$ cat config.mk
export PLATFORM = sky130hd
export DESIGN_NAME = cs2_top
export DESIGN_NICKNAME = d
export VERILOG_FILES = /design/src/rtl/cs2_pkg.sv /design/src/rtl/cs2_top.sv
export VERILOG_INCLUDE_DIRS = /design/src /design/src/rtl
export SDC_FILE = /design/constraint.sdc
export NUM_CORES = 1
export LEC_CHECK = 0
export BUFFER_PORTS_ARGS = -buffer_cell sky130_fd_sc_hd__buf_2
export CORE_MARGIN = 4
export CORE_UTILIZATION = 30
export DETAILED_ROUTE_END_ITERATION = 12
export PLACE_DENSITY = 0.44
export SLEW_MARGIN = 20
export SYNTH_ARGS = -nofsm -noshare
export SYNTH_HDL_FRONTEND = slang
export SYNTH_SLANG_ARGS = --single-unit
$ cat constraint.sdc
create_clock -name clk_sys -period 3.15 [get_ports clk_sys]
set_input_delay 0.315 -clock clk_sys [delete_from_list [all_inputs] [get_ports clk_sys]]
set_output_delay 0.315 -clock clk_sys [all_outputs]
set_load 0.1 [all_outputs]
$ cat src/rtl/cs2_defs.svh
`ifndef CS2_DEFS_SVH
`define CS2_DEFS_SVH
// Register addresses on the special function register port
`define CS2_ADDR_SER_CTRL 8'h98
`define CS2_ADDR_SER_BUF 8'h99
`define CS2_ADDR_CNT_CTRL 8'hC8
`define CS2_ADDR_RLD_LO 8'hCA
`define CS2_ADDR_RLD_HI 8'hCB
`define CS2_ADDR_CNT_LO 8'hCC
`define CS2_ADDR_CNT_HI 8'hCD
// Counter control bit positions
`define CS2_B_OVF 7
`define CS2_B_EXT 6
`define CS2_B_RXCLK 5
`define CS2_B_TXCLK 4
`define CS2_B_EXEN 3
`define CS2_B_RUN 2
`define CS2_B_CSRC 1
`define CS2_B_CAPSEL 0
// Serial control bit positions
`define CS2_B_MODE_HI 7
`define CS2_B_MODE_LO 6
`define CS2_B_MP 5
`define CS2_B_RXEN 4
`define CS2_B_TX9 3
`define CS2_B_RX9 2
`define CS2_B_TXDONE 1
`define CS2_B_RXDONE 0
// Reset values and constants
`define CS2_RST_BYTE 8'h00
`define CS2_RST_WORD 16'h0000
`define CS2_CNT_MAX 16'hFFFF
`define CS2_ONE_WORD 16'h0001
`define CS2_DIV_W 5
`define CS2_DIV_RST 5'h00
`define CS2_DIV_ONE 5'h01
`define CS2_DIV_SHIFT 5'h01
`define CS2_DIV_SLOW 5'h1F
`define CS2_DIV_FAST 5'h0F
`endif

$ cat src/rtl/cs2_pkg.sv
package cs2_pkg;
  // Counter operating mode, one-hot
  typedef enum logic [3:0] {
    CS2_OFF = 4'b0001,
    CS2_AUTO = 4'b0010,
    CS2_CAPT = 4'b0100,
    CS2_BAUD = 4'b1000
  } cs2_tmode_t;
  // Serial framing mode
  typedef enum logic [1:0] {
    CS2_SM_SHIFT = 2'h0,
    CS2_SM_UART8 = 2'h1,
    CS2_SM_FIX9 = 2'h2,
    CS2_SM_VAR9 = 2'h3
  } cs2_smode_t;
  // One serial word: eight data bits and the ninth (or stop) bit
  typedef struct packed {
    logic [7:0] data;
    logic ninth;
  } cs2_word_t;
endpackage

$ cat src/rtl/cs2_top.sv
`timescale 1ns/100ps
`include "cs2_defs.svh"
module cs2_top import cs2_pkg::*; #(
  parameter int CNT_W = 16
) (
  input wire logic clk_sys,
  input wire logic rst_n,
  input wire logic [7:0] sfr_addr,
  input wire logic sfr_wr,
  input wire logic sfr_rd,
  input wire logic [7:0] sfr_wdata,
  output logic [7:0] sfr_rdata_r,
  input wire logic trigger_input,
  input wire logic count_input_pin,
  input wire logic other_timer_ovf,
  input wire logic fixed_rate_fast,
  input wire logic rx_frame_valid,
  input wire cs2_word_t rx_frame,
  input wire logic tx_complete,
  output logic tx_load_r,
  output cs2_word_t tx_word_r,
  output cs2_smode_t serial_mode_r,
  output logic rx_enable_r,
  output logic rx_baud_tick_r,
  output logic tx_baud_tick_r,
  output logic counter_irq_r,
  output logic serial_irq_r
);
  // Byte-split registers assume exactly two bytes
  if (CNT_W != 16) begin : g_bad_width
    $error("cs2_top: CNT_W must be 16");
  end

  logic [7:0] ctl_r, ctl_nxt, serial_control_r, serial_control_nxt, rxbuf_r, rxbuf_nxt;
  logic [CNT_W-1:0] cnt_r, cnt_nxt, rld_r, rld_nxt;
  logic [1:0] pin_s1_r, pin_s2_r, pin_d_r;
  logic [1:0] pin_raw, pin_fall;
  logic [`CS2_DIV_W-1:0] div_r, div_nxt;

  assign pin_raw = {count_input_pin, trigger_input};
  for (genvar i = 0; i < 2; i++) begin : g_sync
    always_ff @(posedge clk_sys or negedge rst_n) begin
      if (!rst_n) begin
        pin_s1_r[i] <= 1'b1;
        pin_s2_r[i] <= 1'b1;
        pin_d_r[i] <= 1'b1;
      end else begin
        pin_s1_r[i] <= pin_raw[i];
        pin_s2_r[i] <= pin_s1_r[i];
        pin_d_r[i] <= pin_s2_r[i];
      end
    end
    assign pin_fall[i] = pin_d_r[i] & ~pin_s2_r[i];
  end

  // Register port decode
  wire wr_ctl = sfr_wr && (sfr_addr == `CS2_ADDR_CNT_CTRL);
  wire wr_rlo = sfr_wr && (sfr_addr == `CS2_ADDR_RLD_LO);
  wire wr_rhi = sfr_wr && (sfr_addr == `CS2_ADDR_RLD_HI);
  wire wr_clo = sfr_wr && (sfr_addr == `CS2_ADDR_CNT_LO);
  wire wr_chi = sfr_wr && (sfr_addr == `CS2_ADDR_CNT_HI);
  wire wr_serial_control = sfr_wr && (sfr_addr == `CS2_ADDR_SER_CTRL);
  // write side of the buffer goes to transmit only
  wire wr_serial_buffer = sfr_wr && (sfr_addr == `CS2_ADDR_SER_BUF);
  wire cnt_wr = wr_clo | wr_chi;

  // serial clock select overrides capture select
  wire run = ctl_r[`CS2_B_RUN];
  wire baud_sel = ctl_r[`CS2_B_RXCLK] | ctl_r[`CS2_B_TXCLK];
  cs2_tmode_t tmode;
  assign tmode = !run ? CS2_OFF : baud_sel ? CS2_BAUD :
                 ctl_r[`CS2_B_CAPSEL] ? CS2_CAPT : CS2_AUTO;

  // one step per clock or per pin edge
  wire tick = run && (ctl_r[`CS2_B_CSRC] ? pin_fall[1] : 1'b1);
  wire rollover = tick && (cnt_r == `CS2_CNT_MAX);
  wire trig_ev = run && ctl_r[`CS2_B_EXEN] && pin_fall[0];
  wire do_reload = (rollover && (tmode == CS2_AUTO || tmode == CS2_BAUD)) ||
                   (trig_ev && tmode == CS2_AUTO);
  wire do_capture = trig_ev && (tmode == CS2_CAPT);
  // overflow flag in capture and autoreload
  wire ovf_set = rollover && (tmode != CS2_BAUD);
  // event flag on every enabled trigger edge, in any running mode, baud mode included
  wire ext_set = trig_ev;

  // Counter next value; software writes win over counting to keep loads exact
  always_comb begin
    cnt_nxt = cnt_r;
    if (do_reload) begin
      cnt_nxt = rld_r;
    end else if (tick) begin
      cnt_nxt = cnt_r + `CS2_ONE_WORD;
    end
    if (wr_clo) begin
      cnt_nxt[7:0] = sfr_wdata;
    end
    if (wr_chi) begin
      cnt_nxt[15:8] = sfr_wdata;
    end
  end

  // Reload/capture register; a capture beats a write in the same cycle
  always_comb begin
    rld_nxt = rld_r;
    if (wr_rlo) begin
      rld_nxt[7:0] = sfr_wdata;
    end
    if (wr_rhi) begin
      rld_nxt[15:8] = sfr_wdata;
    end
    if (do_capture) begin
      rld_nxt = cnt_r;
    end
  end

  // sticky flags, hardware set wins over a clearing write
  always_comb begin
    ctl_nxt = wr_ctl ? sfr_wdata : ctl_r;
    ctl_nxt[`CS2_B_OVF] = ovf_set | ctl_nxt[`CS2_B_OVF];
    ctl_nxt[`CS2_B_EXT] = ext_set | ctl_nxt[`CS2_B_EXT];
  end

  // serial mode from the two mode bits
  cs2_smode_t smode;
  assign smode = cs2_smode_t'({serial_control_r[`CS2_B_MODE_HI], serial_control_r[`CS2_B_MODE_LO]});
  wire var_rate = (smode == CS2_SM_UART8) || (smode == CS2_SM_VAR9);
  wire mp_on = serial_control_r[`CS2_B_MP] && (smode != CS2_SM_SHIFT);
  wire rx_accept = rx_frame_valid && (!mp_on || rx_frame.ninth);

  // newer byte overwrites an unread one
  assign rxbuf_nxt = rx_accept ? rx_frame.data : rxbuf_r;
  always_comb begin
    serial_control_nxt = wr_serial_control ? sfr_wdata : serial_control_r;
    if (rx_accept) begin
      serial_control_nxt[`CS2_B_RX9] = rx_frame.ninth;
    end
    serial_control_nxt[`CS2_B_RXDONE] = rx_accept | serial_control_nxt[`CS2_B_RXDONE];
    serial_control_nxt[`CS2_B_TXDONE] = tx_complete | serial_control_nxt[`CS2_B_TXDONE];
  end

  // Fixed-rate divider for shift mode and 9-bit fixed mode
  wire [`CS2_DIV_W-1:0] div_top = (smode == CS2_SM_SHIFT) ? `CS2_DIV_SHIFT :
                                  fixed_rate_fast ? `CS2_DIV_FAST : `CS2_DIV_SLOW;
  wire div_tick = (div_r >= div_top);
  assign div_nxt = div_tick ? `CS2_DIV_RST : div_r + `CS2_DIV_ONE;
  // per-direction source of the variable rate
  wire rx_tick_nxt = var_rate ? (ctl_r[`CS2_B_RXCLK] ? rollover : other_timer_ovf) : div_tick;
  wire tx_tick_nxt = var_rate ? (ctl_r[`CS2_B_TXCLK] ? rollover : other_timer_ovf) : div_tick;

  // Read mux; unmapped addresses read zero
  wire [7:0] rd_mux = (sfr_addr == `CS2_ADDR_CNT_CTRL) ? ctl_r :
                      (sfr_addr == `CS2_ADDR_RLD_LO) ? rld_r[7:0] :
                      (sfr_addr == `CS2_ADDR_RLD_HI) ? rld_r[15:8] :
                      (sfr_addr == `CS2_ADDR_CNT_LO) ? cnt_r[7:0] :
                      (sfr_addr == `CS2_ADDR_CNT_HI) ? cnt_r[15:8] :
                      (sfr_addr == `CS2_ADDR_SER_CTRL) ? serial_control_r :
                      (sfr_addr == `CS2_ADDR_SER_BUF) ? rxbuf_r : `CS2_RST_BYTE;

  // State registers
  always_ff @(posedge clk_sys or negedge rst_n) begin
    if (!rst_n) begin
      ctl_r <= `CS2_RST_BYTE;
      serial_control_r <= `CS2_RST_BYTE;
      rxbuf_r <= `CS2_RST_BYTE;
      cnt_r <= `CS2_RST_WORD;
      rld_r <= `CS2_RST_WORD;
      div_r <= `CS2_DIV_RST;
    end else begin
      ctl_r <= ctl_nxt;
      serial_control_r <= serial_control_nxt;
      rxbuf_r <= rxbuf_nxt;
      cnt_r <= cnt_nxt;
      rld_r <= rld_nxt;
      div_r <= div_nxt;
    end
  end

  // Registered outputs; interrupt lines follow the flags one cycle later
  always_ff @(posedge clk_sys or negedge rst_n) begin
    if (!rst_n) begin
      sfr_rdata_r <= `CS2_RST_BYTE;
      tx_load_r <= 1'b0;
      tx_word_r <= '0;
      serial_mode_r <= CS2_SM_SHIFT;
      rx_enable_r <= 1'b0;
      rx_baud_tick_r <= 1'b0;
      tx_baud_tick_r <= 1'b0;
      counter_irq_r <= 1'b0;
      serial_irq_r <= 1'b0;
    end else begin
      sfr_rdata_r <= sfr_rd ? rd_mux : sfr_rdata_r;
      tx_load_r <= wr_serial_buffer;
      tx_word_r <= wr_serial_buffer ? {sfr_wdata, serial_control_r[`CS2_B_TX9]} : tx_word_r;
      serial_mode_r <= smode;
      rx_enable_r <= serial_control_r[`CS2_B_RXEN];
      rx_baud_tick_r <= rx_tick_nxt;
      tx_baud_tick_r <= tx_tick_nxt;
      counter_irq_r <= ctl_r[`CS2_B_OVF] | ctl_r[`CS2_B_EXT];
      serial_irq_r <= serial_control_r[`CS2_B_RXDONE] | serial_control_r[`CS2_B_TXDONE];
    end
  end
endmodule

Yosys cells after proc, flatten, opt, wreduce, memory -nomap -nowiden
Index checks and enable logic that the tools add are counted.
Word-level totals
  input port bits: 35
  flip-flop bits (word level): 92
  output and inout port bits: 25
  word-level logic and storage cells: 112
Cells by class
  reduce and logical (&&, ||, !) cells: 29
  muxes and demuxes: 28
  $lt $le $gt $ge: 1
  bitwise gates (word level): 11
  equal/unequal tests: 14
  add/subtract/negate cells: 2
Operators by type and width (count)
  $mux 8: 12
  $eq 8x8->1 const B: 7
  $mux 16: 3
  $logic_and 1x1->1: 17
  $add 16x1->16 const B: 1
  $eq 16x16->1 const B: 1
  $mux 5: 3
  $mux 4: 2
  $reduce_bool 2->1: 4
  $or 1x1->1: 7
  $mux 1: 6
  $mux 3: 2
  $reduce_bool 3->1: 2
  $add 5x1->5 const B: 1
  $ge 5x5->1: 1
  $eq 4x2->1 const B: 1
  $eq 4x3->1 const B: 1
  $eq 4x4->1 const B: 1
  $logic_or 1x1->1: 4
  $ne 4x4->1 const B: 1
  $and 1x1->1: 2
  $eq 2x1->1 const B: 1
  $eq 2x2->1 const B: 1
  $logic_not 2->1: 1
  other kinds (2): 3

Logic depth before layout (Yosys ltp)
  word-level depth: 9
  depth in mapped cells: 8
  gate-level depth less buffers: 7

Worst setup path before layout
OpenSTA, ideal clock, no wires.
  kind: register -> register
  start: reg cnt_r[0]
  end: reg cnt_r[11]
  data arrival time: 1.983 ns
  buffers on the path: 2
  library setup time: 0.126 ns
  required time: 3.024 ns
  cell stages (with the launch flop): 9
  setup slack: 1.041 ns
  clock period less this slack: 2.109 ns
  cells stage by stage: dfrtp_1 -> ha_1 -> and4_4 -> buf_6 -> and4bb_1 -> a41o_2 -> nor2b_4 -> buf_6 -> a221o_1
On the way
  word-level cells in the longest chain between the ends: 6
  elaborated cells on any way between the ends: 9
  those cells by class: add/sub: 1; eq/ne: 1; mux: 3; reduce/logical: 4
Ends and longest elaborated chain
  from (decl): RTL line cs2_top.sv:35  | logic [CNT_W-1:0] cnt_r, cnt_nxt, rld_r, rld_nxt;
  from (signal assigned): RTL line cs2_top.sv:165  | cnt_r <= `CS2_RST_WORD;
  from (signal assigned): RTL line cs2_top.sv:172  | cnt_r <= cnt_nxt;
  parallel branches: the longest is 6 deep, another holds $add 16x1->16
Several ways; the timed one is not identified. The select of a mux whose other input is x is not followed.
A chain may end at the register's enable or synchronous reset.

Final worst setup path
  start: reg cnt_r[1]
  end: reg cnt_r[12]
Same word-level chain as after synthesis.

==> qor.yml <==
outcome:
  violations: "negative hold slack"
  status: "finished, violations left"
placed_design:
  dp_cells: 725
  place_ws_ns: 0.766
  place_congestion: 0.855
  postPlaceCellArea_um2: 5400
  portBuffers: 59
  hpwl_um: 11400
yosys:
  yosys.area_share.simple: 0.161
  synth_top_area_share: 0.438
  synth_ff_type: "dfrtp_1"
  synth_mux_area_frac: 0.137
  synth_common_cells: "dfrtp_1 (86), a21oi_1 (39), nor2_1 (35)"
  yosysSeqAreaShare: 0.470
  synth_seq_cells: 92
  synth_top_family_by_area: "simple AND/OR/NAND/NOR gates"
  synth-xor-area-share: 0.0267
  synth_area_leaders: "dfrtp_1 (44%), mux2_2 (7.6%), mux2i_1 (6.1%), a21oi_1 (4.0%), dfstp_2 (3.2%)"
  syn_area_um2: 4910
  synth-adder-area-share: 0.0102
  syn_nets: 508
  yosysWarnings: 0
  yosysTopAreaCell: "dfrtp_1"
  synth_edf_count: 0
  synth_compound_area_frac: 0.159
  synth.most_common_cell: "dfrtp_1"
  synthDistinctLibCells: 65
  avgSynthCellArea_um2: 10.5
  syn_inst: 469
  synthArstFlopShare: 1.00
sta:
  hold_viol: 1
  rsz0062_at_grt: "false"
  fmax_mhz: 430
  worst_slew_pin_slew_ns: 0.750
  drv_slew: 0
  holdWs_ns: -0.0000137
  period_share: 0.739
  setup_tns_ns: 0
  max_slew_margin: 0.496
  skew_ns: 0.00722
  timing.final.crit_period_ns: 2.33
  fin_ws_ns: 0.823
  setup_viol: 0
detailed_routing:
  drtIter0Drc: 358
  dr_total_vias: 3927
  first_pass_iters: 5
  ant_nets: 0
  drc: 0
  wl_per_cell_um: 21.0
  wl_um: 15500
  viasPerCell: 5.30
layout:
  fin_cells: 741
  num-nets-final: 559
  synthToLayoutAreaGrowth_pct: 16.3
  final_util: 0.358
  drive_above_1_share: 0.269
  diodes: 0
  final_area_um2: 5710
clock_tree:
  cts-buffers-inserted: 9
  cts_max_path_buffers: 2
  cts_tree: "built"
  clockRootBuffer: "clkbuf_16"
  cts_setup_buffers: 0
  cts.sinks: 92
  cts-resized-gates: 0
  cts_hold_buffers: 0
  clock_latency_ns: 0.35
  path_clk_slew_ns: 0.07
  ctsHtreeMaxLevel: 3
setup_path:
  cp.required_ns: 3.38
  cp_slowest_cell: "dfrtp_1"
  crit_type: "reg -> reg"
  crit_path_end_kind: "flop"
  arrival_ns: 2.56
  critPathMaxFanout: 13
  cp-start-kind: "flop"
  path_cells: "ha_1, and4_4, and4bb_1, a41o_2, nor2_1, a221oi_1"
  cpPeakStageDelay_ns: 0.49
die:
  die_y_um: 136
  rows: 46
  die_area_um2: 18500
  core_um2: 15900
  ioPinCount: 60
  start_util: 0.308
  die_w_um: 136
grt:
  grt.overflow.total: 0
  grt_first_pass_wirelength_um: 24100
  antenna_found_initial: 0
  grt_max_degree: 50
  grtUsageTotal: 0.173
  grt_pass1_vias: 3935
pwr:
  finalPower_mw: 3.51
  leakage_nw: 2.46
  peakVddDrop_mv: 0.285
  power_density_nw_per_um2: 615
flow_run:
  maxCapViolations: 0
min_path:
  hp-class: "in -> async"
==> layout by cell type (no fill, tap or decap), types with 4 or more instances in the layout <==
| master | count |
|---|---|
| a2111oi_0 | 6 |
| a21oi_1 | 39 |
| a221o_1 | 5 |
| a22o_1 | 8 |
| a22oi_1 | 4 |
| and4_1 | 4 |
| buf_2 | 58 |
| buf_4 | 9 |
| clkbuf_16 | 9 |
| dfrtp_1 | 86 |
| dfstp_2 | 6 |
| ha_1 | 4 |
| inv_1 | 6 |
| mux2_2 | 33 |
| mux2i_1 | 30 |
| nand2_1 | 33 |
| nand3_1 | 22 |
| nand3b_1 | 4 |
| nand4_1 | 6 |
| nor2_1 | 35 |
| nor3_1 | 5 |
| o211ai_1 | 4 |
| o21ai_0 | 16 |
| o22ai_1 | 11 |
| or2_2 | 4 |
| xnor2_1 | 9 |
| xor2_1 | 6 |
==> area by class of cell <==
cell class,instances,area [µm²]
Timing Repair Buffer,68,369
Fill cell,1626,10200
Sequential cell,92,2310
Inverter,6,22.5
Multi-Input combinational cell,343,2420
Tap cell,216,270
Clock inverter,4,72.6
Clock buffer,12,246
==> path summary, 6_finish.rpt <==
check | from | end | slack, ns | depth (start not counted)
max | cnt_r[1] | cnt_r[12] | 0.82 | 6
min | rst_n | div_r[4] | -0.00001 | 1
max reg2reg | cnt_r[1] | cnt_r[12] | 0.82 | 6
min reg2reg | pin_s1_r[1] | pin_s2_r[1] | 0.35 | 0
max in group asynchronous | rst_n | pin_d_r[0] | 2.34 | 2
min in group clk_sys | count_input_pin | pin_s1_r[1] | 0.06 | 1
==> flip-flops by register name, summed over array words and instances (netlist names), 2 cells and up <==
name,cells
rld_r,16
ctl_r,8
div_r,5
rxbuf_r,8
cnt_r,16
sfr_rdata_r,8
pin_d_r,2
pin_s2_r,2
serial_mode_r,2
pin_s1_r,2
serial_control_r,8
tx_word_r,9
==> worst max-delay path, delay by kind of cell (launching register included) <==
| kind | cells | cell delay [ns] |
|---|---|---|
| flip-flops | 1 | 0.49 |
| AO/OA/AOI/OAI | 2 | 0.76 |
| AND/OR/NAND/NOR | 3 | 0.67 |
| adder cells (fa/ha/maj) | 1 | 0.27 |
==> logic make-up (layout without fill, tap and decap cells) <==
| logic type | count (synthesis) | count (layout) |
|---|---|---|
| XOR/XNOR | 15 | 15 |
| flip-flops | 92 | 92 |
| AND/OR/NAND/NOR | 144 | 144 |
| AO/OA/AOI/OAI | 117 | 117 |
| adder cells (fa/ha/maj) | 4 | 4 |
| buffers and inverters | 34 | 90 |
| multiplexers | 63 | 63 |
==> routing by layer <==
layer  vias up  track usage  routed length [µm]
met5         -            0                   0
met1      1939        0.247                7470
met2       130        0.265                6900
li1       1839            -                   -
met4         0       0.0644                 364
met3        19       0.0270                 808
==> report_power, final <==
| part | total, mW | internal [mW] | switching, mW |
|---|---|---|---|
| combinational | 0.790 | 0.265 | 0.525 |
| clock | 1.19 | 0.717 | 0.475 |
| sequential | 1.53 | 1.32 | 0.211 |
Note: power is estimated with default switching activity, not from simulation.
